**src/pkg/ssa_pkg.sv**
```systemverilog
// Purpose: Shared constants and types for the serial adapter bus attachment
// Assumes: 10 MHz processor clock, enable clock one tenth of it
// Notes:   Register indices follow select bit and read/write line
package ssa_pkg;
   localparam int unsigned CLK_HZ        = 10000000;
   localparam int unsigned ECLK_DIV      = 10;
   localparam int unsigned ECLK_HZ       = CLK_HZ / ECLK_DIV;
   localparam int unsigned ECLK_HIGH     = ECLK_DIV / 2;
   localparam logic [3:0]  ECLK_LAST     = 4'(ECLK_DIV - 1);
   localparam logic [3:0]  ECLK_HIGH_AT  = 4'(ECLK_DIV - ECLK_HIGH);
   localparam logic [7:0]  IO_PAGE       = 8'h01;
   localparam int unsigned ADDR_W        = 23;
   localparam int unsigned PAGE_MSB      = 22;
   localparam int unsigned PAGE_LSB      = 15;
   localparam int unsigned ADDR_SIX_POS  = 5;
   localparam int unsigned ADDR_ONE_POS  = 0;
   localparam int unsigned FIFO_DEPTH    = 16;
   localparam int unsigned BYTE_W        = 8;
   // Control register fields
   localparam int unsigned CTL_RESET_LO  = 0;
   localparam int unsigned CTL_RESET_HI  = 1;
   localparam int unsigned CTL_PARITY_EN = 2;
   localparam int unsigned CTL_PARITY_OD = 3;
   localparam int unsigned CTL_RX_IE     = 7;
   localparam logic [7:0]  CTL_RESET_VAL = 8'h03;
   // Status register fields
   localparam int unsigned ST_RDRF       = 0;
   localparam int unsigned ST_TDRE       = 1;
   localparam int unsigned ST_FE         = 4;
   localparam int unsigned ST_OVRN       = 5;
   localparam int unsigned ST_PE         = 6;
   localparam int unsigned ST_IRQ        = 7;
   localparam int unsigned BAUD_DIV      = 16;
   localparam int unsigned FRAME_BITS    = 11;

   typedef enum logic [2:0] {
      SSA_IDLE  = 3'b001,
      SSA_WAIT  = 3'b010,
      SSA_XFER  = 3'b100
   } ssa_cyc_e;
endpackage : ssa_pkg

```
**src/pkg/ssa_stream_if.sv**
```systemverilog
// Purpose: Valid/ready byte stream between adapter core and FIFO
// Assumes: Single clock domain
// Notes:   One word moves when valid and ready are both high
interface ssa_stream_if #(parameter int unsigned W = 8);
   logic [W-1:0] data;
   logic         valid;
   logic         ready;
   modport src (output data, output valid, input ready);
   modport snk (input data, input valid, output ready);
endinterface : ssa_stream_if

```
**src/logic/ssa_fifo.sv**
```systemverilog
// Purpose: Parameterised synchronous FIFO with valid/ready on both sides
// Assumes: Depth is a power of two
// Notes:   Full and empty come from pointer comparison with wrap bit
module ssa_fifo #(
   parameter int unsigned WIDTH = 8,
   parameter int unsigned DEPTH = 16
) (
   input  wire logic ref_clk,
   input  wire logic resetn,
   input  wire logic clk_en,
   ssa_stream_if.snk in_s,
   ssa_stream_if.src out_s
);
   localparam int unsigned AW = $clog2(DEPTH);
   logic [WIDTH-1:0] mem [DEPTH];
   logic [AW:0]      wr_ptr_reg;
   logic [AW:0]      rd_ptr_reg;
   logic             full;
   logic             empty;
   logic             push;
   logic             pop;

   assign empty       = (wr_ptr_reg == rd_ptr_reg);
   assign full        = (wr_ptr_reg[AW] != rd_ptr_reg[AW]) && (wr_ptr_reg[AW-1:0] == rd_ptr_reg[AW-1:0]);
   assign in_s.ready  = !full;
   assign out_s.valid = !empty;
   assign out_s.data  = mem[rd_ptr_reg[AW-1:0]];
   assign push        = in_s.valid && !full;
   assign pop         = out_s.ready && !empty;

   always_ff @(posedge ref_clk) begin
      if (clk_en && push) begin
         mem[wr_ptr_reg[AW-1:0]] <= in_s.data;
      end
   end

   always_ff @(posedge ref_clk) begin
      if (!resetn) begin
         wr_ptr_reg <= '0;
         rd_ptr_reg <= '0;
      end else if (clk_en) begin
         if (push) begin
            wr_ptr_reg <= wr_ptr_reg + 1'b1;
         end
         if (pop) begin
            rd_ptr_reg <= rd_ptr_reg + 1'b1;
         end
      end
   end
endmodule : ssa_fifo

```
**src/logic/ssa_attach.sv**
```systemverilog
// Purpose: Two byte-lane serial adapters on a 16-bit bus with synchronous enable-clock cycle
// Assumes: Bus inputs synchronous to ref_clk; the master aligns its cycle to eclk
// Notes:   Receive path of each adapter passes through a 16-word FIFO

module ssa_attach (
   input  wire logic                         ref_clk,
   input  wire logic                         resetn,
   input  wire logic                         clk_en,
   input  wire logic [ssa_pkg::ADDR_W-1:0]   addr,
   input  wire logic                         as_n,
   input  wire logic                         rw,
   input  wire logic                         low_byte_strobe_n,
   input  wire logic                         high_byte_strobe_n,
   input  wire logic                         valid_memory_addr_n,
   input  wire logic [15:0]                  data_in,
   output logic      [15:0]                  data_out,
   output logic      [15:0]                  data_oe_n,
   output logic                              valid_peripheral_addr_n,
   output logic                              eclk,
   input  wire logic [1:0]                   rx_serial,
   output logic      [1:0]                   tx_serial,
   output logic      [1:0]                   irq_n
);
   import ssa_pkg::*;

   logic [3:0]  ediv_reg;
   logic        eclk_reg;
   logic        vpa_reg;
   logic        sel_page;
   logic        cyc_end;
   ssa_cyc_e    cyc_reg;
   logic [15:0] dout_reg;
   logic [1:0]  oe_reg;
   logic        rearm_reg;

   // Enable clock: low 5 cycles then high 5
   always_ff @(posedge ref_clk) begin
      if (!resetn) begin
         ediv_reg <= '0;
      end else if (clk_en) begin
         ediv_reg <= (ediv_reg == ECLK_LAST) ? 4'h0 : ediv_reg + 4'h1;
      end
   end

   always_ff @(posedge ref_clk) begin
      if (!resetn) begin
         eclk_reg <= 1'b0;
      end else if (clk_en) begin
         eclk_reg <= ((ediv_reg + 4'h1) >= ECLK_HIGH_AT) && (ediv_reg != ECLK_LAST);
      end
   end
   assign eclk = eclk_reg;

   // Page and bit-six decode
   assign sel_page = !as_n && (addr[PAGE_MSB:PAGE_LSB] == IO_PAGE) && addr[ADDR_SIX_POS]
                     && !(low_byte_strobe_n && high_byte_strobe_n);
   assign cyc_end  = eclk_reg && (ediv_reg == ECLK_LAST);

   // Decode again only after strobe seen high
   always_ff @(posedge ref_clk) begin
      if (!resetn) begin
         rearm_reg <= 1'b1;
      end else if (clk_en) begin
         if (as_n) begin
            rearm_reg <= 1'b1;
         end else if ((cyc_reg == SSA_IDLE) && sel_page) begin
            rearm_reg <= 1'b0;
         end
      end
   end

   always_ff @(posedge ref_clk) begin
      if (!resetn) begin
         cyc_reg <= SSA_IDLE;
         vpa_reg <= 1'b0;
      end else if (clk_en) begin
         case (cyc_reg)
            SSA_IDLE: begin
               if (sel_page && rearm_reg) begin
                  cyc_reg <= SSA_WAIT;
                  vpa_reg <= 1'b1;
               end
            end
            SSA_WAIT: begin
               if (as_n) begin
                  cyc_reg <= SSA_IDLE;
                  vpa_reg <= 1'b0;
               end else if (!valid_memory_addr_n && eclk_reg) begin
                  cyc_reg <= SSA_XFER;
               end
            end
            SSA_XFER: begin
               if (cyc_end || as_n) begin
                  cyc_reg <= SSA_IDLE;
                  vpa_reg <= 1'b0;
               end
            end
            default: begin
               cyc_reg <= SSA_IDLE;
               vpa_reg <= 1'b0;
            end
         endcase
      end
   end
   assign valid_peripheral_addr_n = !vpa_reg;

   // Register access strobe: one per cycle, enable high, chip selected
   logic       acc_go;
   logic [1:0] lane_sel;
   assign acc_go   = clk_en && (cyc_reg == SSA_XFER) && cyc_end && !valid_memory_addr_n;
   assign lane_sel = {!high_byte_strobe_n, !low_byte_strobe_n};

   // Per-adapter state, lane 0 low byte, lane 1 high byte
   logic [7:0] rd_byte [2];
   genvar g;
   generate
      for (g = 0; g < 2; g++) begin : g_adp
         logic [7:0] ctl_reg;
         logic [7:0] txd_reg;
         logic       tx_full_reg;
         logic [10:0] tsh_reg;
         logic [3:0]  tbit_reg;
         logic [3:0]  tdiv_reg;
         logic        tbusy_reg;
         logic [10:0] rsh_reg;
         logic [3:0]  rbit_reg;
         logic [3:0]  rdiv_reg;
         logic        rbusy_reg;
         logic        fe_reg;
         logic        pe_reg;
         logic        ovr_reg;
         logic [7:0]  status;
         logic        wr_hit;
         logic        rd_hit;
         logic        rx_par;
         logic        in_reset;
         ssa_stream_if #(.W(BYTE_W)) rx_in ();
         ssa_stream_if #(.W(BYTE_W)) rx_out ();

         assign wr_hit   = acc_go && lane_sel[g] && !rw;
         assign rd_hit   = acc_go && lane_sel[g] && rw;
         assign in_reset = ctl_reg[CTL_RESET_HI] && ctl_reg[CTL_RESET_LO];
         assign rx_par   = ^rsh_reg[9:2] ^ ctl_reg[CTL_PARITY_OD];

         ssa_fifo #(.WIDTH(BYTE_W), .DEPTH(FIFO_DEPTH)) u_rx_fifo (
            .ref_clk (ref_clk),
            .resetn  (resetn && !in_reset),
            .clk_en  (clk_en),
            .in_s    (rx_in),
            .out_s   (rx_out)
         );
         assign rx_out.ready = rd_hit && addr[ADDR_ONE_POS];

         always_comb begin
            status          = '0;
            status[ST_RDRF] = rx_out.valid;
            status[ST_TDRE] = !tx_full_reg;
            status[ST_FE]   = fe_reg;
            status[ST_OVRN] = ovr_reg;
            status[ST_PE]   = pe_reg;
         end
         assign rd_byte[g] = addr[ADDR_ONE_POS] ? rx_out.data : status;

         // Write side: bit one low control, high transmit data
         always_ff @(posedge ref_clk) begin
            if (!resetn) begin
               ctl_reg     <= CTL_RESET_VAL;
               txd_reg     <= '0;
               tx_full_reg <= 1'b0;
            end else if (clk_en) begin
               if (wr_hit && !addr[ADDR_ONE_POS]) begin
                  ctl_reg <= data_in[g*8 +: 8];
               end
               if (wr_hit && addr[ADDR_ONE_POS] && !in_reset) begin
                  txd_reg     <= data_in[g*8 +: 8];
                  tx_full_reg <= 1'b1;
               end else if (!tbusy_reg || in_reset) begin
                  tx_full_reg <= 1'b0;
               end
            end
         end

         // Transmitter: start, 8 data, parity, stop
         always_ff @(posedge ref_clk) begin
            if (!resetn) begin
               tsh_reg   <= '1;
               tbit_reg  <= '0;
               tdiv_reg  <= '0;
               tbusy_reg <= 1'b0;
            end else if (clk_en) begin
               if (in_reset) begin
                  tbusy_reg <= 1'b0;
                  tsh_reg   <= '1;
               end else if (!tbusy_reg && tx_full_reg) begin
                  tsh_reg   <= {1'b1, (^txd_reg ^ ctl_reg[CTL_PARITY_OD]) | !ctl_reg[CTL_PARITY_EN],
                                txd_reg, 1'b0};
                  tbusy_reg <= 1'b1;
                  tbit_reg  <= '0;
                  tdiv_reg  <= '0;
               end else if (tbusy_reg) begin
                  tdiv_reg <= tdiv_reg + 4'h1;
                  if (tdiv_reg == 4'(BAUD_DIV - 1)) begin
                     tsh_reg  <= {1'b1, tsh_reg[10:1]};
                     tbit_reg <= tbit_reg + 4'h1;
                     if (tbit_reg == 4'(FRAME_BITS - 1)) begin
                        tbusy_reg <= 1'b0;
                     end
                  end
               end
            end
         end
         assign tx_serial[g] = tsh_reg[0];

         // Receiver: sample mid-bit, strip framing bits
         always_ff @(posedge ref_clk) begin
            if (!resetn) begin
               rsh_reg   <= '0;
               rbit_reg  <= '0;
               rdiv_reg  <= '0;
               rbusy_reg <= 1'b0;
            end else if (clk_en) begin
               if (in_reset) begin
                  rbusy_reg <= 1'b0;
               end else if (!rbusy_reg && !rx_serial[g]) begin
                  rbusy_reg <= 1'b1;
                  rbit_reg  <= '0;
                  rdiv_reg  <= 4'(BAUD_DIV / 2);
               end else if (rbusy_reg) begin
                  rdiv_reg <= rdiv_reg + 4'h1;
                  if (rdiv_reg == 4'(BAUD_DIV - 1)) begin
                     rsh_reg  <= {rx_serial[g], rsh_reg[10:1]};
                     rbit_reg <= rbit_reg + 4'h1;
                     if (rbit_reg == 4'(FRAME_BITS - 1)) begin
                        rbusy_reg <= 1'b0;
                     end
                  end
               end
            end
         end
         assign rx_in.valid = clk_en && rbusy_reg && !in_reset && (rdiv_reg == 4'(BAUD_DIV - 1))
                              && (rbit_reg == 4'(FRAME_BITS - 1));
         assign rx_in.data  = rsh_reg[9:2];

         // Error flags: set wins over clear on data read
         always_ff @(posedge ref_clk) begin
            if (!resetn) begin
               fe_reg  <= 1'b0;
               pe_reg  <= 1'b0;
               ovr_reg <= 1'b0;
            end else if (clk_en) begin
               if (rx_in.valid) begin
                  fe_reg  <= !rx_serial[g];
                  pe_reg  <= ctl_reg[CTL_PARITY_EN] && (rx_par != rsh_reg[10]);
                  ovr_reg <= ovr_reg | !rx_in.ready;
               end else if (rd_hit && addr[ADDR_ONE_POS]) begin
                  fe_reg  <= 1'b0;
                  pe_reg  <= 1'b0;
                  ovr_reg <= 1'b0;
               end
            end
         end
         assign irq_n[g] = !(ctl_reg[CTL_RX_IE] && rx_out.valid);
      end
   endgenerate

   // Read data registered, driven on selected lanes only
   always_ff @(posedge ref_clk) begin
      if (!resetn) begin
         dout_reg <= '0;
      end else if (clk_en && acc_go && rw) begin
         dout_reg <= {rd_byte[1], rd_byte[0]};
      end
   end

   always_ff @(posedge ref_clk) begin
      if (!resetn) begin
         oe_reg <= '0;
      end else if (clk_en) begin
         if (acc_go && rw) begin
            oe_reg <= lane_sel;
         end else if (as_n) begin
            oe_reg <= '0;
         end
      end
   end
   assign data_out  = dout_reg;
   assign data_oe_n = ~{{8{oe_reg[1]}}, {8{oe_reg[0]}}};
endmodule : ssa_attach

```
**config.mk**
```make
export PLATFORM = sky130hd
export DESIGN_NAME = ssa_attach
export DESIGN_NICKNAME = d
export VERILOG_FILES = /design/src/pkg/ssa_pkg.sv /design/src/pkg/ssa_stream_if.sv /design/src/logic/ssa_fifo.sv /design/src/logic/ssa_attach.sv
export SDC_FILE = /design/constraint.sdc
export NUM_CORES = 1
export LEC_CHECK = 0
export BUFFER_PORTS_ARGS = -buffer_cell sky130_fd_sc_hd__buf_2
export CAP_MARGIN = 20
export CORE_MARGIN = 10
export CORE_UTILIZATION = 50
export CTS_CLUSTER_DIAMETER = 120
export DETAILED_ROUTE_END_ITERATION = 8
export PLACE_DENSITY = 0.75
export SLEW_MARGIN = 20
export SYNTH_ARGS = -nofsm -noshare
export SYNTH_HDL_FRONTEND = slang
export SYNTH_SLANG_ARGS = --single-unit
export TNS_END_PERCENT = 30
```
**constraint.sdc**
```tcl
create_clock -name ref_clk -period 2.7 [get_ports ref_clk]
set_clock_uncertainty 0.2 [all_clocks]
set_input_delay 0.54 -clock ref_clk [delete_from_list [all_inputs] [get_ports ref_clk]]
set_output_delay 0.54 -clock ref_clk [all_outputs]
set_load 0.02 [all_outputs]
```
Yosys cells after proc, flatten, opt, wreduce, memory -nomap -nowiden
Memory sizes are Yosys's and may differ from the RTL's. A register that Yosys moved wholly into a read port is not among the register bits.
Index checks and enable logic that the tools add are counted.
{"block": "word_totals", "reg_bits": 168, "latchBits": 0, "ram_bits": 256, "romBits": 0, "in_bits": 49, "word_cells": 314, "mem_count": 2}
{"memory": "g_adp[0].u_rx_fifo.mem", "words": 16, "width": 8, "read_ports": 1, "rd_ports_with_merged_regs": 1, "write_ports": 1, "line": "ssa_fifo.sv:15", "text": "logic [WIDTH-1:0] mem [DEPTH];"}
{"memory": "g_adp[1].u_rx_fifo.mem", "words": 16, "width": 8, "read_ports": 1, "rd_ports_with_merged_regs": 1, "write_ports": 1, "line": "ssa_fifo.sv:15"}
{"block": "classes", "add_sub_neg": 13, "mul": 0, "n_div": 0, "order_cmp": 1, "eq_ne": 26, "shifts": 0, "n_mux": 84, "bitwise_logic": 13, "n_reduce_logical": 136}
{"operator": "two-way mux 4 bit", "n": 25}
{"operator": "two-way mux 11 bit", "n": 8}
{"operator": "logical AND 1 bit", "n": 57}
{"operator": "two-way mux 1 bit", "n": 41}
{"operator": "adder 4 x 1 -> 4 bit, second input constant", "n": 9}
{"operator": "== test 4 bit, second input constant", "n": 9}
{"operator": "parity 8 bit", "n": 4}
{"operator": "AND reduction 2 bit", "n": 14}
{"operator": "nonzero test 2 bit", "n": 14}
{"operator": "zero test 1 bit", "n": 26}
{"operator": "AND reduction 4 bit", "n": 6}
{"operator": "adder 5 x 1 -> 5 bit, second input constant", "n": 4}
{"operator": "AND reduction 3 bit", "n": 6}
{"operator": "two-way mux 8 bit", "n": 2}
{"operator": "inverter 16 bit", "n": 1}
{"operator": "two-way mux 3 bit", "n": 4}
{"operator": "nonzero test 3 bit", "n": 4}
{"operator": "== test 5 bit", "n": 2}
{"operator": "AND reduction 5 bit", "n": 2}
{"operator": "one-hot mux 3 bit (3 select lines)", "n": 1}
{"operator": "== test 4 bit", "n": 2}
{"operator": "== test 8 x 1 -> 1 bit, second input constant", "n": 1}
{"operator": "greater-or-equal comparator 4 x 3 -> 1 bit, second input constant", "n": 1}
{"operator": "two-way mux 2 bit", "n": 2}
{"operator": "other kinds (13)", "n": 28}

Depth between registers and ports, before layout
Gate-level depths: netlist of the first run.
{"block": "depth", "word_depth": 11, "mapped_depth": 8, "ltp_nobuf": 7}

Hierarchy
A second synthesis of the first run with hierarchy kept.
{"block": "hier_totals", "hier_cells": 1365, "hier_area_um2": 18338.8}
{"mod": "ssa_fifo", "instances": 2, "cells_each": 286, "area_per_inst_um2": 5835.6, "seq_area_each_um2": 4124.0}
{"mod": "ssa_attach", "instances": 1, "cells_each": 793, "area_per_inst_um2": 6667.6, "seq_area_each_um2": 2722.6}

Least setup slack after synthesis of the first run
Ideal clock, no wire load.
{"block": "synth_path", "path_kind": "input -> register", "startpoint": "input port clk_en", "endpoint": "memory g_adp[1].u_rx_fifo.mem[3][0], enable pin", "setup_ns": 0.383, "arrival_ns": 2.198, "required_ns": 2.117, "setup_slack_ns": -0.082, "path_stages": 5, "n_path_buf": 1, "path_cell_list": "a21bo_2 or3_1 buf_2 a211o_1 nor3_1"}
{"block": "synth_between", "elab_chain_cells": 8}
{"element": "from (decl)", "line": "ssa_attach.sv:8", "text": "input wire logic clk_en,"}
{"element": "logical AND 1 bit (3 in a row)", "line": "ssa_attach.sv:240", "text": "assign rx_in.valid = clk_en && rbusy_reg && !in_reset && (rdiv_reg == 4'(BAUD_DIV - 1))"}
{"element": "logical AND 1 bit", "line": "ssa_attach.sv:241", "text": "&& (rbit_reg == 4'(FRAME_BITS - 1));"}
{"element": "logical AND 1 bit", "line": "ssa_fifo.sv:28", "text": "assign push = in_s.valid && !full;"}
{"element": "logical AND 1 bit *", "line": "ssa_fifo.sv:32", "text": "if (clk_en && push) begin"}
{"element": "two-way mux 1 bit *", "line": "ssa_fifo.sv:32"}
{"element": "two-way mux 1 bit (not written as such) *", "line": "ssa_fifo.sv:33", "text": "mem[wr_ptr_reg[AW-1:0]] <= in_s.data;"}
{"element": "to (decl)", "line": "ssa_fifo.sv:15"}
Mark *: on every way between the ends. The rest lies on a longest branch, timed or not.

Worst setup path after layout of the first run
{"block": "layout_path", "startpoint": "register g_adp[1].u_rx_fifo.wr_ptr_reg[1]", "endpoint": "output port irq_n[1]"}
{"block": "layout_between", "elab_chain_cells": 4}
{"element": "from (decl)", "line": "ssa_fifo.sv:16", "text": "logic [AW:0] wr_ptr_reg;"}
{"element": "from (signal assigned)", "line": "ssa_fifo.sv:43", "text": "wr_ptr_reg <= wr_ptr_reg + 1'b1;"}
{"element": "== test 5 bit", "line": "ssa_fifo.sv:23", "text": "assign empty = (wr_ptr_reg == rd_ptr_reg);"}
{"element": "zero test 1 bit", "line": "ssa_fifo.sv:26", "text": "assign out_s.valid = !empty;"}
{"element": "logical AND 1 bit", "line": "ssa_attach.sv:262", "text": "assign irq_n[g] = !(ctl_reg[CTL_RX_IE] && rx_out.valid);"}
{"element": "zero test 1 bit", "line": "ssa_attach.sv:262"}
{"element": "to (decl)", "line": "ssa_attach.sv:22", "text": "output logic [1:0] irq_n"}
Every way passes these cells.

==> metrics.csv, run 1 <==
metric,value,unit
drt-initial-drc-count,911,
antenna_found_initial,0,
fin_crit_sh,0.9769,
largest_reg_flops,256,
syn_area_per_cell,12.62,um2
grt-ovfl-total,0,
fillers,2693,
nNetsFinal,1612,
holdPathEnd,g_adp[0].ctl_reg[1],
synth_flop_cell,edfxtp_1,
cts_tree,yes,
multi_input_area,6320,um2
comb_power_share,0.015,
yosysSeqAreaShare,0.6163,
fin_util,0.5894,
hold_viol,0,
r2r-start,g_adp[1].rdiv_reg[0],
cts_made_buffers,45,
final_cell_mix,"edfxtp_1 (256), nand2_1 (156), dfxtp_1 (154)",
slowest_delay,0.36,ns
fp-row-count,69,
grt.total_usage,0.1802,
ant_nets,0,
timing.fmax,0.3791,GHz
clockBufferDepth,3,
fp.dieW,208.7,um
slew_viol_final,0,
power_density,627.3,nW/um2
synth_top_area_frac,0.4319,
clock_power_share,0.467,
timing.rr.end,g_adp[1].u_rx_fifo.mem[7][3],
boundaryPins,87,
holdCritStartpoint,data_in[1],
clock_latency,0.58,ns
holdWs,0.02436,ns
hpwl,26450,um
pwr-share-seq,0.518,
clkTransAtPathRegs,0.07,ns
tightest_slew,0.9186,ns
outcome,finished clean,
crit_type,flop to output pin,
syn_area,17800,um2
gp_congestion,0.7901,
switchingPower,2649,uW
synth.distinct_cells,58,
antennaDiodeCount,0,
via_count,11490,
cp-start-kind,flop,
total_power,13060,uW
cpMaxStageDelayCell,dfxtp_2,
wl_per_cell,19.47,um
die_y,208.7,um
ff2ff_path_depth,6,
cp_cell_sequence,"xor2_1, nor4_1, buf_4, nand2_2, nand2_1, buf_4",
fin_crit,2.638,ns
cts_sinks,420,
wirelength,39660,um
grt_max_degree,32,
io_buffers,73,
cts_root_buf,clkbuf_16,
setup_violations,0,
p_int,10410,uW
regArea,10980,um2
drive_above_1_share,0.2145,
drc,0,
synth_edf_count,256,
grt_pass1_vias,11500,
dr.pass1.iters,5,
vias_per_cell,5.640,
rsz0062_at_grt,yes,
crit_required,1.96,ns
fin_tns_setup,0,ns
hold_depth,3,
slew_headroom,0.3867,
syn_inst,1410,
syn2layout_area_growth,16.91,%
r2r_setup_slack,0.18,ns
p_leak,0.007905,uW
async_flop_share,0,
arrival,1.90,ns
swShare,0.2029,
ys_seq_elements,420,
yosys_warnings,0,
min_path_type,input port to flop,
initial_utilization,0.5041,
synth_fp_nets,1481,
synthTopCellsByArea,"edfxtp_1 (43%), dfxtp_1 (18%), mux4_2 (6.1%)",
crit_top_cell,buf_4,
crit_path_end_kind,output pin,
final_common_cell,edfxtp_1,
ir_worst_vdd,0.6453,mV
worstPathMaxFanout,6,
grt_first_pass_wirelength,63710,um
fp.coreArea,35310,um2
synth_top_area_cell,edfxtp_1,
dieArea,43550,um2
max-cap-violations,0,
h-tree-depth,2,
synthesized netlist by cell type (12+ instances only):
cell and number:
nor2b_1 55, nand2_1 157, clkbuf_1 63, a31o_2 15
xor2_1 21, o21ai_0 60, inv_1 23, edfxtp_1 256
or3_1 12, mux4_2 48, buf_2 13, dfxtp_1 164
nand4_1 21, nand3_1 58, nor2_1 39, and2_1 17
ha_1 22, a22oi_1 22, buf_4 16, and3_1 35
xnor2_1 39, a21oi_1 55, a21boi_0 30, mux2i_1 62
worst max-delay path: cells and delay by family, from the launching register on:
| family | cells | cell delay [ns] |
|---|---|---|
| xor+xnor | 1 | 0.17 |
| buf+inv | 2 | 0.31 |
| flops | 1 | 0.36 |
| simple gates | 3 | 0.47 |
layer usage:
| layer | track usage | vias up | part of all wire |
|---|---|---|---|
| met4 | 0.05582 | 0 | 0.023 |
| met5 | 0 | - | 0 |
| met3 | 0.03922 | 69 | 0.062 |
| met1 | 0.2356 | 5615 | 0.43 |
| met2 | 0.2941 | 318 | 0.49 |
| li1 | - | 5486 | - |
through the flow:
step,cell area (um2),worst slack [ns],cells
after floorplan,17810,0.03253,1410
after global placement,19290,0.05551,1953
after detailed placement,19290,-0.0003815,1953
after CTS,20810,0.02583,2037
after global routing,20810,-0.001225,2037
final,20810,0.06247,2037
repair_timing:
action                                  in CTS  in global routing
hold buffers                                 1                  0
setup buffers                                1                  0
pin swaps                                    1                  0
endpoints found under the setup margin       2                  2
resized for setup                            8                  3
gates cloned                                 0                  0
endpoints found under the hold margin        1                  0
power by group through the flow:
stage | Clock, uW | Combinational, uW | Sequential [uW]
3_5_place_dp | 0 | 196 | 6900
6_report | 6100 | 199 | 6760
4_1_cts | 6220 | 198 | 6760
2_1_floorplan | 0 | 115 | 6890
3_3_place_gp | 0 | 192 | 6900
5_1_grt | 6500 | 220 | 6760
cell families after synthesis:
logic type                 share of synthesized area
buffers and inverters                        0.02917
muxes                                        0.09686
xor gates and xnor gates                     0.02952
adders and majority gates                    0.01546
AOI/OAI and AO/OA                            0.08836
DFF                                           0.6163
and+or+nand+nor                               0.1243
cell type report:
type,instances,share of cell area
well taps,461,0.02772
inverters,23,0.004148
clock buffers,58,0.05988
flip-flops and latches,420,0.5277
repair buffers,179,0.06517
multi-input cells,872,0.3037
clock inverters,24,0.01166
worst max path at each step:
stage / startpoint / end / slack, ns / cells past startpoint
2_1_floorplan: clk_en / g_adp[1].u_rx_fifo.mem[10][0] / 0.03 / 6
6_report: g_adp[1].u_rx_fifo.wr_ptr_reg[1] / irq_n[1] / 0.06 / 6
4_1_cts: g_adp[0].u_rx_fifo.wr_ptr_reg[0] / irq_n[0] / 0.03 / 5
3_3_place_gp: clk_en / g_adp[1].u_rx_fifo.mem[13][1] / 0.06 / 7
3_5_place_dp: clk_en / g_adp[1].u_rx_fifo.mem[7][7] / -0.0004 / 6
5_1_grt: g_adp[1].u_rx_fifo.wr_ptr_reg[1] / irq_n[1] / -0.001 / 6
Note: power is estimated with default switching activity, not from simulation.
==> run 2: changes to the inputs <==
GPL_TIMING_DRIVEN = 0   (was default)
SLEW_MARGIN = 15   (was 20)
==> run 2 against run 1 <==
Against the previous run: the run now ends with negative setup slack left; clock-buffer cell count decreased by 2; final cell count decreased by 0.39%; setup slack got worse by 0.088 ns; non-clock buffer count decreased by 6; via count increased by 2.6%; clock power increased by 2%; die area unchanged; combinational power increased by 7%; total power increased by 1.1%; fmax decreased by 3.2%; global-route usage increased by 1.0 points.
==> metrics.csv, run 2 (synthesis gave the netlist of run 1 again) <==
metric,value,unit,change
crit_type,flop to output pin,,unchanged
grt_max_degree,20,,was 32
fp.dieW,208.7,um,unchanged
fp-row-count,69,,unchanged
crit_required,1.96,ns,about the same
max-cap-violations,0,,unchanged
dp.cells,1943,,was 1953
hpwl,28580,um,was 26450 um
ant_nets,0,,unchanged
fp.coreArea,35310,um2,unchanged
final_cell_mix,"edfxtp_1 (256), dfxtp_1 (157), nand2_1 (156)",,"was edfxtp_1 (256), nand2_1 (156), dfxtp_1 (154)"
drc,0,,unchanged
rsz0062_at_grt,yes,,unchanged
slowest_delay,0.43,ns,was 0.36 ns
grt.total_usage,0.1902,,was 0.1802
holdCritStartpoint,data_in[15],,was data_in[1]
vias_per_cell,5.808,,was 5.640
crit_path_end_kind,output pin,,unchanged
largest_reg_flops,256,,unchanged
r2r_setup_slack,-0.02,ns,was 0.18 ns
setup_violations,2,,was 0
hold_viol,0,,unchanged
power_density,641.3,nW/um2,was 627.3 nW/um2
clkTransAtPathRegs,0.06,ns,was 0.07 ns
wirelength,42560,um,was 39660 um
h-tree-depth,2,,unchanged
fin_crit_sh,1.010,,was 0.9769
antenna_found_initial,0,,unchanged
crit_buf_inv,1,,was 2
cts_root_buf,clkbuf_16,,unchanged
cp-start-kind,flop,,unchanged
cp-startpoint,g_adp[1].u_rx_fifo.wr_ptr_reg[2],,was g_adp[1].u_rx_fifo.wr_ptr_reg[1]
tightest_slew,0.8448,ns,was 0.9186 ns
cp_cell_sequence,"xor2_1, nor4_4, nand2_2, nand2_1, buf_2",,"was xor2_1, nor4_1, buf_4, nand2_2, nand2_1, buf_4"
die_y,208.7,um,unchanged
boundaryPins,87,,unchanged
cpMaxStageDelayCell,nor4_4,,was dfxtp_2
final_area,20580,um2,was 20810 um2
arrival,1.99,ns,was 1.90 ns
fin_ws,-0.02587,ns,was 0.06247 ns
gp_congestion,0.8361,,was 0.7901
slew_viol_final,0,,unchanged
placed_area,18750,um2,was 19290 um2
cts_tree,yes,,unchanged
hold_depth,3,,unchanged
antennaDiodeCount,0,,unchanged
drive_above_1_share,0.1932,,was 0.2145
clock_latency,0.57,ns,was 0.58 ns
worstPathMaxFanout,9,,was 6
dieArea,43550,um2,unchanged
syn2layout_area_growth,15.59,%,was 16.91%
cts_sinks,420,,unchanged
nNetsFinal,1605,,was 1612
slew_headroom,0.4288,,was 0.3867
outcome,"finished, violations left",,was finished clean
via_count,11780,,was 11.49k
final_common_cell,edfxtp_1,,unchanged
fin_crit,2.726,ns,was 2.638 ns
grt-ovfl-total,0,,unchanged
holdWs,0.02199,ns,was 0.02436 ns
grt_pass1_vias,11790,,was 11.50k
wl_per_cell,20.98,um,was 19.47 um
crit_family,simple AND/OR/NAND/NOR gates,,unchanged
violations,negative setup slack,,
min_path_type,input port to flop,,unchanged
drt-initial-drc-count,887,,was 911
dr.pass1.iters,5,,unchanged
worstSetupPathDepth,5,,was 6
clockBufferDepth,3,,unchanged
io_buffers,72,,was 73
grt_first_pass_wirelength,66420,um,was 63710 um
p_leak,0.007521,uW,was 0.007905 uW
initial_utilization,0.5041,,unchanged
ir_worst_vdd,0.5364,mV,was 0.6453 mV
timing.fmax,0.3669,GHz,was 0.3791 GHz
final_cells,2029,,was 2037
ff2ff_path_depth,6,,unchanged
cts_made_buffers,44,,was 45
## run 2: cell count changes in the layout (fill, tap and decap cells not counted), moves of 4 or more
cell       delta
buf_4        -68
clkbuf_1     +57
and3_1       -22
and3_4       +20
buf_12       -13
buf_2        +12
dfxtp_2       -6
bufinv_16     +4
clkbuf_8      -4
## run 2: timing repair
item	in CTS	in global routing
setup buffers	0	9
hold buffers	1	0
resized for setup	68	23
pin swaps	3	5
cloned	0	0
endpoints found under the setup margin	262	261
hold endpoints to repair	1	0
## run 2: worst paths after layout
| path | to |
|---|---|
| setup / recovery | irq_n[1] |
| hold / removal | g_adp[1].ctl_reg[7] |
| setup reg to reg | data_out[7] |
| hold reg to reg | g_adp[0].tsh_reg[5] |
## run 2: layout make-up
cell class | count | area [um2]
Buffer | 91 | 434.2
Clock buffer | 56 | 1177
Clock inverter | 24 | 306.5
Fill cell | 2732 | 14730
Inverter | 23 | 86.33
Multi-Input combinational cell | 872 | 6545
Sequential cell | 420 | 10990
Tap cell | 461 | 576.8
Timing Repair Buffer | 82 | 462.9
## run 2: where the power goes
group          total (uW)  internal (uW)  switching, uW
registers            6760           6740           17.5
clock network        6220           3760           2470
logic                 212           77.0            135
## run 2: worst register-to-register path, cell delays in order, from the launching register on
cell and delay [ns]:
dfxtp_1 0.31, clkbuf_1 0.40, clkbuf_1 0.64, mux4_2 0.43, a22oi_1 0.24, nand3_1 0.14
a32o_1 0.23
## run 2: metal layers
layer / wire [um] / share of wire / GRT usage
met1: 18000 / 0.42 / 0.2382
met2: 20750 / 0.49 / 0.3175
met3: 2608 / 0.061 / 0.04026
met4: 1196 / 0.028 / 0.07194
met5: 0 / 0 / 0
## run 2: metrics by stage
step / setup TNS (ns) / util / total power, uW / setup slack (ns)
2_1_floorplan: 0 / - / 7008 / 0.03253
3_3_place_gp: -122.17 / 0.5308 / 7100 / -0.7840
3_5_place_dp: -131.33 / 0.5310 / 7105 / -0.6976
4_1_cts: -3.552 / 0.5782 / 13270 / -0.1482
5_1_grt: -0.2674 / 0.5827 / 13560 / -0.1288
6_report: -0.04215 / 0.5827 / 13190 / -0.02587
==> run 3: changes to the inputs <==
SETUP_SLACK_MARGIN = 0.02   (was default)
==> run 3 against run 2 <==
Against the previous run: the run still ends with negative setup slack left; wire length shrank 0.20%; sequential share of layout area barely moved; fmax grew 0.93%; critical endpoint is now g_adp[1].u_rx_fifo.mem[7][2]; via count shrank 0.25%; largest power group unchanged; flip-flop and latch count stayed put; combinational power hardly changed; die area stayed put; critical path depth up 1; clock power about the same; worst hold slack got worse by 0.0015 ns; highest routed layer unchanged; non-clock buffer count decreased by 3; total power hardly changed; critical path type is now flop to flop.
==> metrics.csv, run 3 (synthesis gave the netlist of run 1 again) <==
metric,value,unit,change
grt.total_usage,0.1907,,was 0.1902
ir_worst_vdd,0.5370,mV,was 0.5364 mV
fin_crit,2.701,ns,was 2.726 ns
h-tree-depth,2,,unchanged
drc,0,,unchanged
dp_slack,-0.6976,ns,unchanged
timing.fmax,0.3703,GHz,was 0.3669 GHz
r2r-start,g_adp[1].rdiv_reg[0],,
setup_violations,1,,was 2
ff2ff_path_depth,6,,unchanged
use_met1,0.2384,,was 0.2382
fin_crit_sh,1.000,,was 1.010
grt-ovfl-total,0,,unchanged
tightest_slew,0.8403,ns,was 0.8448 ns
dr.pass1.iters,5,,unchanged
p_leak,0.007530,uW,was 0.007521 uW
fin_ws,-0.0006388,ns,was -0.02587 ns
hpwl,28580,um,unchanged
fp.coreArea,35310,um2,unchanged
clockBufferDepth,3,,unchanged
max-cap-violations,0,,unchanged
grt_util_met2,0.3184,,was 0.3175
violations,negative setup slack,,unchanged
drive_above_1_share,0.1955,,was 0.1932
crit_required,2.68,ns,was 1.96 ns
holdCritStartpoint,data_in[15],,unchanged
wirelength,42480,um,was 42560 um
arrival,2.68,ns,was 1.99 ns
cts_sinks,420,,unchanged
min_path_type,input port to flop,,unchanged
p_int,10580,uW,about the same
slew_viol_final,0,,unchanged
pwr-share-seq,0.512,,about the same
power_density,641.1,nW/um2,was 641.3 nW/um2
grt_first_pass_wirelength,66590,um,was 66420 um
crit_type,flop to flop,,was flop to output pin
antenna_found_initial,0,,unchanged
busiest_layer,met2,,unchanged
slew_headroom,0.4319,,was 0.4288
swShare,0.1982,,was 0.1984
drt-initial-drc-count,872,,was 887
crit_path_end_kind,flop,,was output pin
holdPathEnd,g_adp[1].ctl_reg[7],,unchanged
rsz0062_at_grt,yes,,unchanged
cp-start-kind,flop,,unchanged
ant_nets,0,,unchanged
switchingPower,2615,uW,was 2618 uW
global_route.usage.met3,0.04146,,was 0.04026
clock_latency,0.57,ns,about the same
grt_pass1_vias,11800,,was 11.79k
total_power,13190,uW,about the same
wl_per_cell,20.97,um,was 20.98 um
via_count,11760,,was 11.78k
r2r_setup_slack,-0.0006,ns,was -0.02 ns
timing.rr.end,g_adp[1].u_rx_fifo.mem[7][2],,was data_out[7]
hold_depth,3,,unchanged
comb_power_share,0.016,,about the same
fin_util,0.5827,,about the same
grt_max_degree,20,,unchanged
dieArea,43550,um2,unchanged
cts_tree,yes,,unchanged
boundaryPins,87,,unchanged
cts_made_buffers,44,,unchanged
outcome,"finished, violations left",,unchanged
largest_reg_flops,256,,unchanged
io_buffers,72,,unchanged
hold_viol,0,,unchanged
die_y,208.7,um,unchanged
fp-row-count,69,,unchanged
final_cell_mix,"edfxtp_1 (256), nand2_1 (156), dfxtp_1 (154)",,"was edfxtp_1 (256), dfxtp_1 (157), nand2_1 (156)"
gp_congestion,0.8361,,unchanged
nNetsFinal,1602,,was 1605
initial_utilization,0.5041,,unchanged
clkTransAtPathRegs,0.06,ns,about the same
clock_power_share,0.472,,about the same
cts_root_buf,clkbuf_16,,unchanged
final_common_cell,edfxtp_1,,unchanged
worstPathMaxFanout,8,,was 9
vias_per_cell,5.802,,was 5.808
fp.dieW,208.7,um,unchanged
antennaDiodeCount,0,,unchanged
syn2layout_area_growth,15.58,%,was 15.59%
==> run 3: critical path, cell delays in order, from the launching register on <==
cell,delay [ns]
dfxtp_2,0.36
ha_2,0.20
nand4_1,0.19
or3_1,0.40
buf_4,0.18
a211o_4,0.33
nor2b_2,0.46
==> run 3: worst max-delay path by stage <==
stage	startpoint	end	slack (ns)	cells past startpoint
finish	g_adp[1].rdiv_reg[0]	g_adp[1].u_rx_fifo.mem[7][2]	-0.0006	6
global placement	clk_en	g_adp[0].u_rx_fifo.mem[3][7]	-0.78	5
global route	g_adp[1].rdiv_reg[0]	g_adp[1].u_rx_fifo.mem[7][2]	-0.07	6
CTS	g_adp[0].u_rx_fifo.wr_ptr_reg[2]	irq_n[0]	-0.02	5
detailed placement	clk_en	g_adp[1].u_rx_fifo.mem[11][3]	-0.70	7
floorplan	clk_en	g_adp[1].u_rx_fifo.mem[10][0]	0.03	6
==> run 3: timing repair <==
item | 4_1_cts | 5_1_grt
endpoints found under the setup margin | 263 | 249
pin swaps | 6 | 3
gates resized for setup | 74 | 23
hold buffers | 1 | 0
hold endpoints to repair | 1 | 0
setup buffers | 2 | 3
==> run 3: power by group through the flow <==
stage	Sequential [uW]	Combinational (uW)	Clock [uW]
2_1_floorplan	6890	115	0
3_3_place_gp	6900	204	0
3_5_place_dp	6900	208	0
4_1_cts	6760	210	6300
5_1_grt	6760	231	6570
6_report	6760	212	6220
==> run 3: stage by stage <==
step | instances | area [um2] | TNS, ns | hold WS (ns)
3_3_place_gp | 1943 | 18740 | -122.17 | 0.2486
2_1_floorplan | 1410 | 17810 | 0 | 0.2362
5_1_grt | 2026 | 20570 | -0.8794 | 0.01193
4_1_cts | 2022 | 20460 | -0.1602 | 0.001202
6_report | 2026 | 20570 | -0.0006388 | 0.02051
3_5_place_dp | 1943 | 18750 | -131.33 | 0.2607
==> run 3: final cells by class <==
cell class | instances | area [um2]
buffer | 91 | 440.4
clock buffer | 56 | 1177
fill | 2730 | 14740
inverter | 23 | 86.33
sequential | 420 | 10990
tap | 461 | 576.8
multi-input combinational | 872 | 6556
timing repair buffer | 79 | 440.4
clock inverter | 24 | 306.5
==> run 3: layer usage <==
layer	part of all wire	vias up
met1	0.42	5805
met2	0.49	409
met3	0.062	89
li1	-	5452
met4	0.028	0
met5	0	-
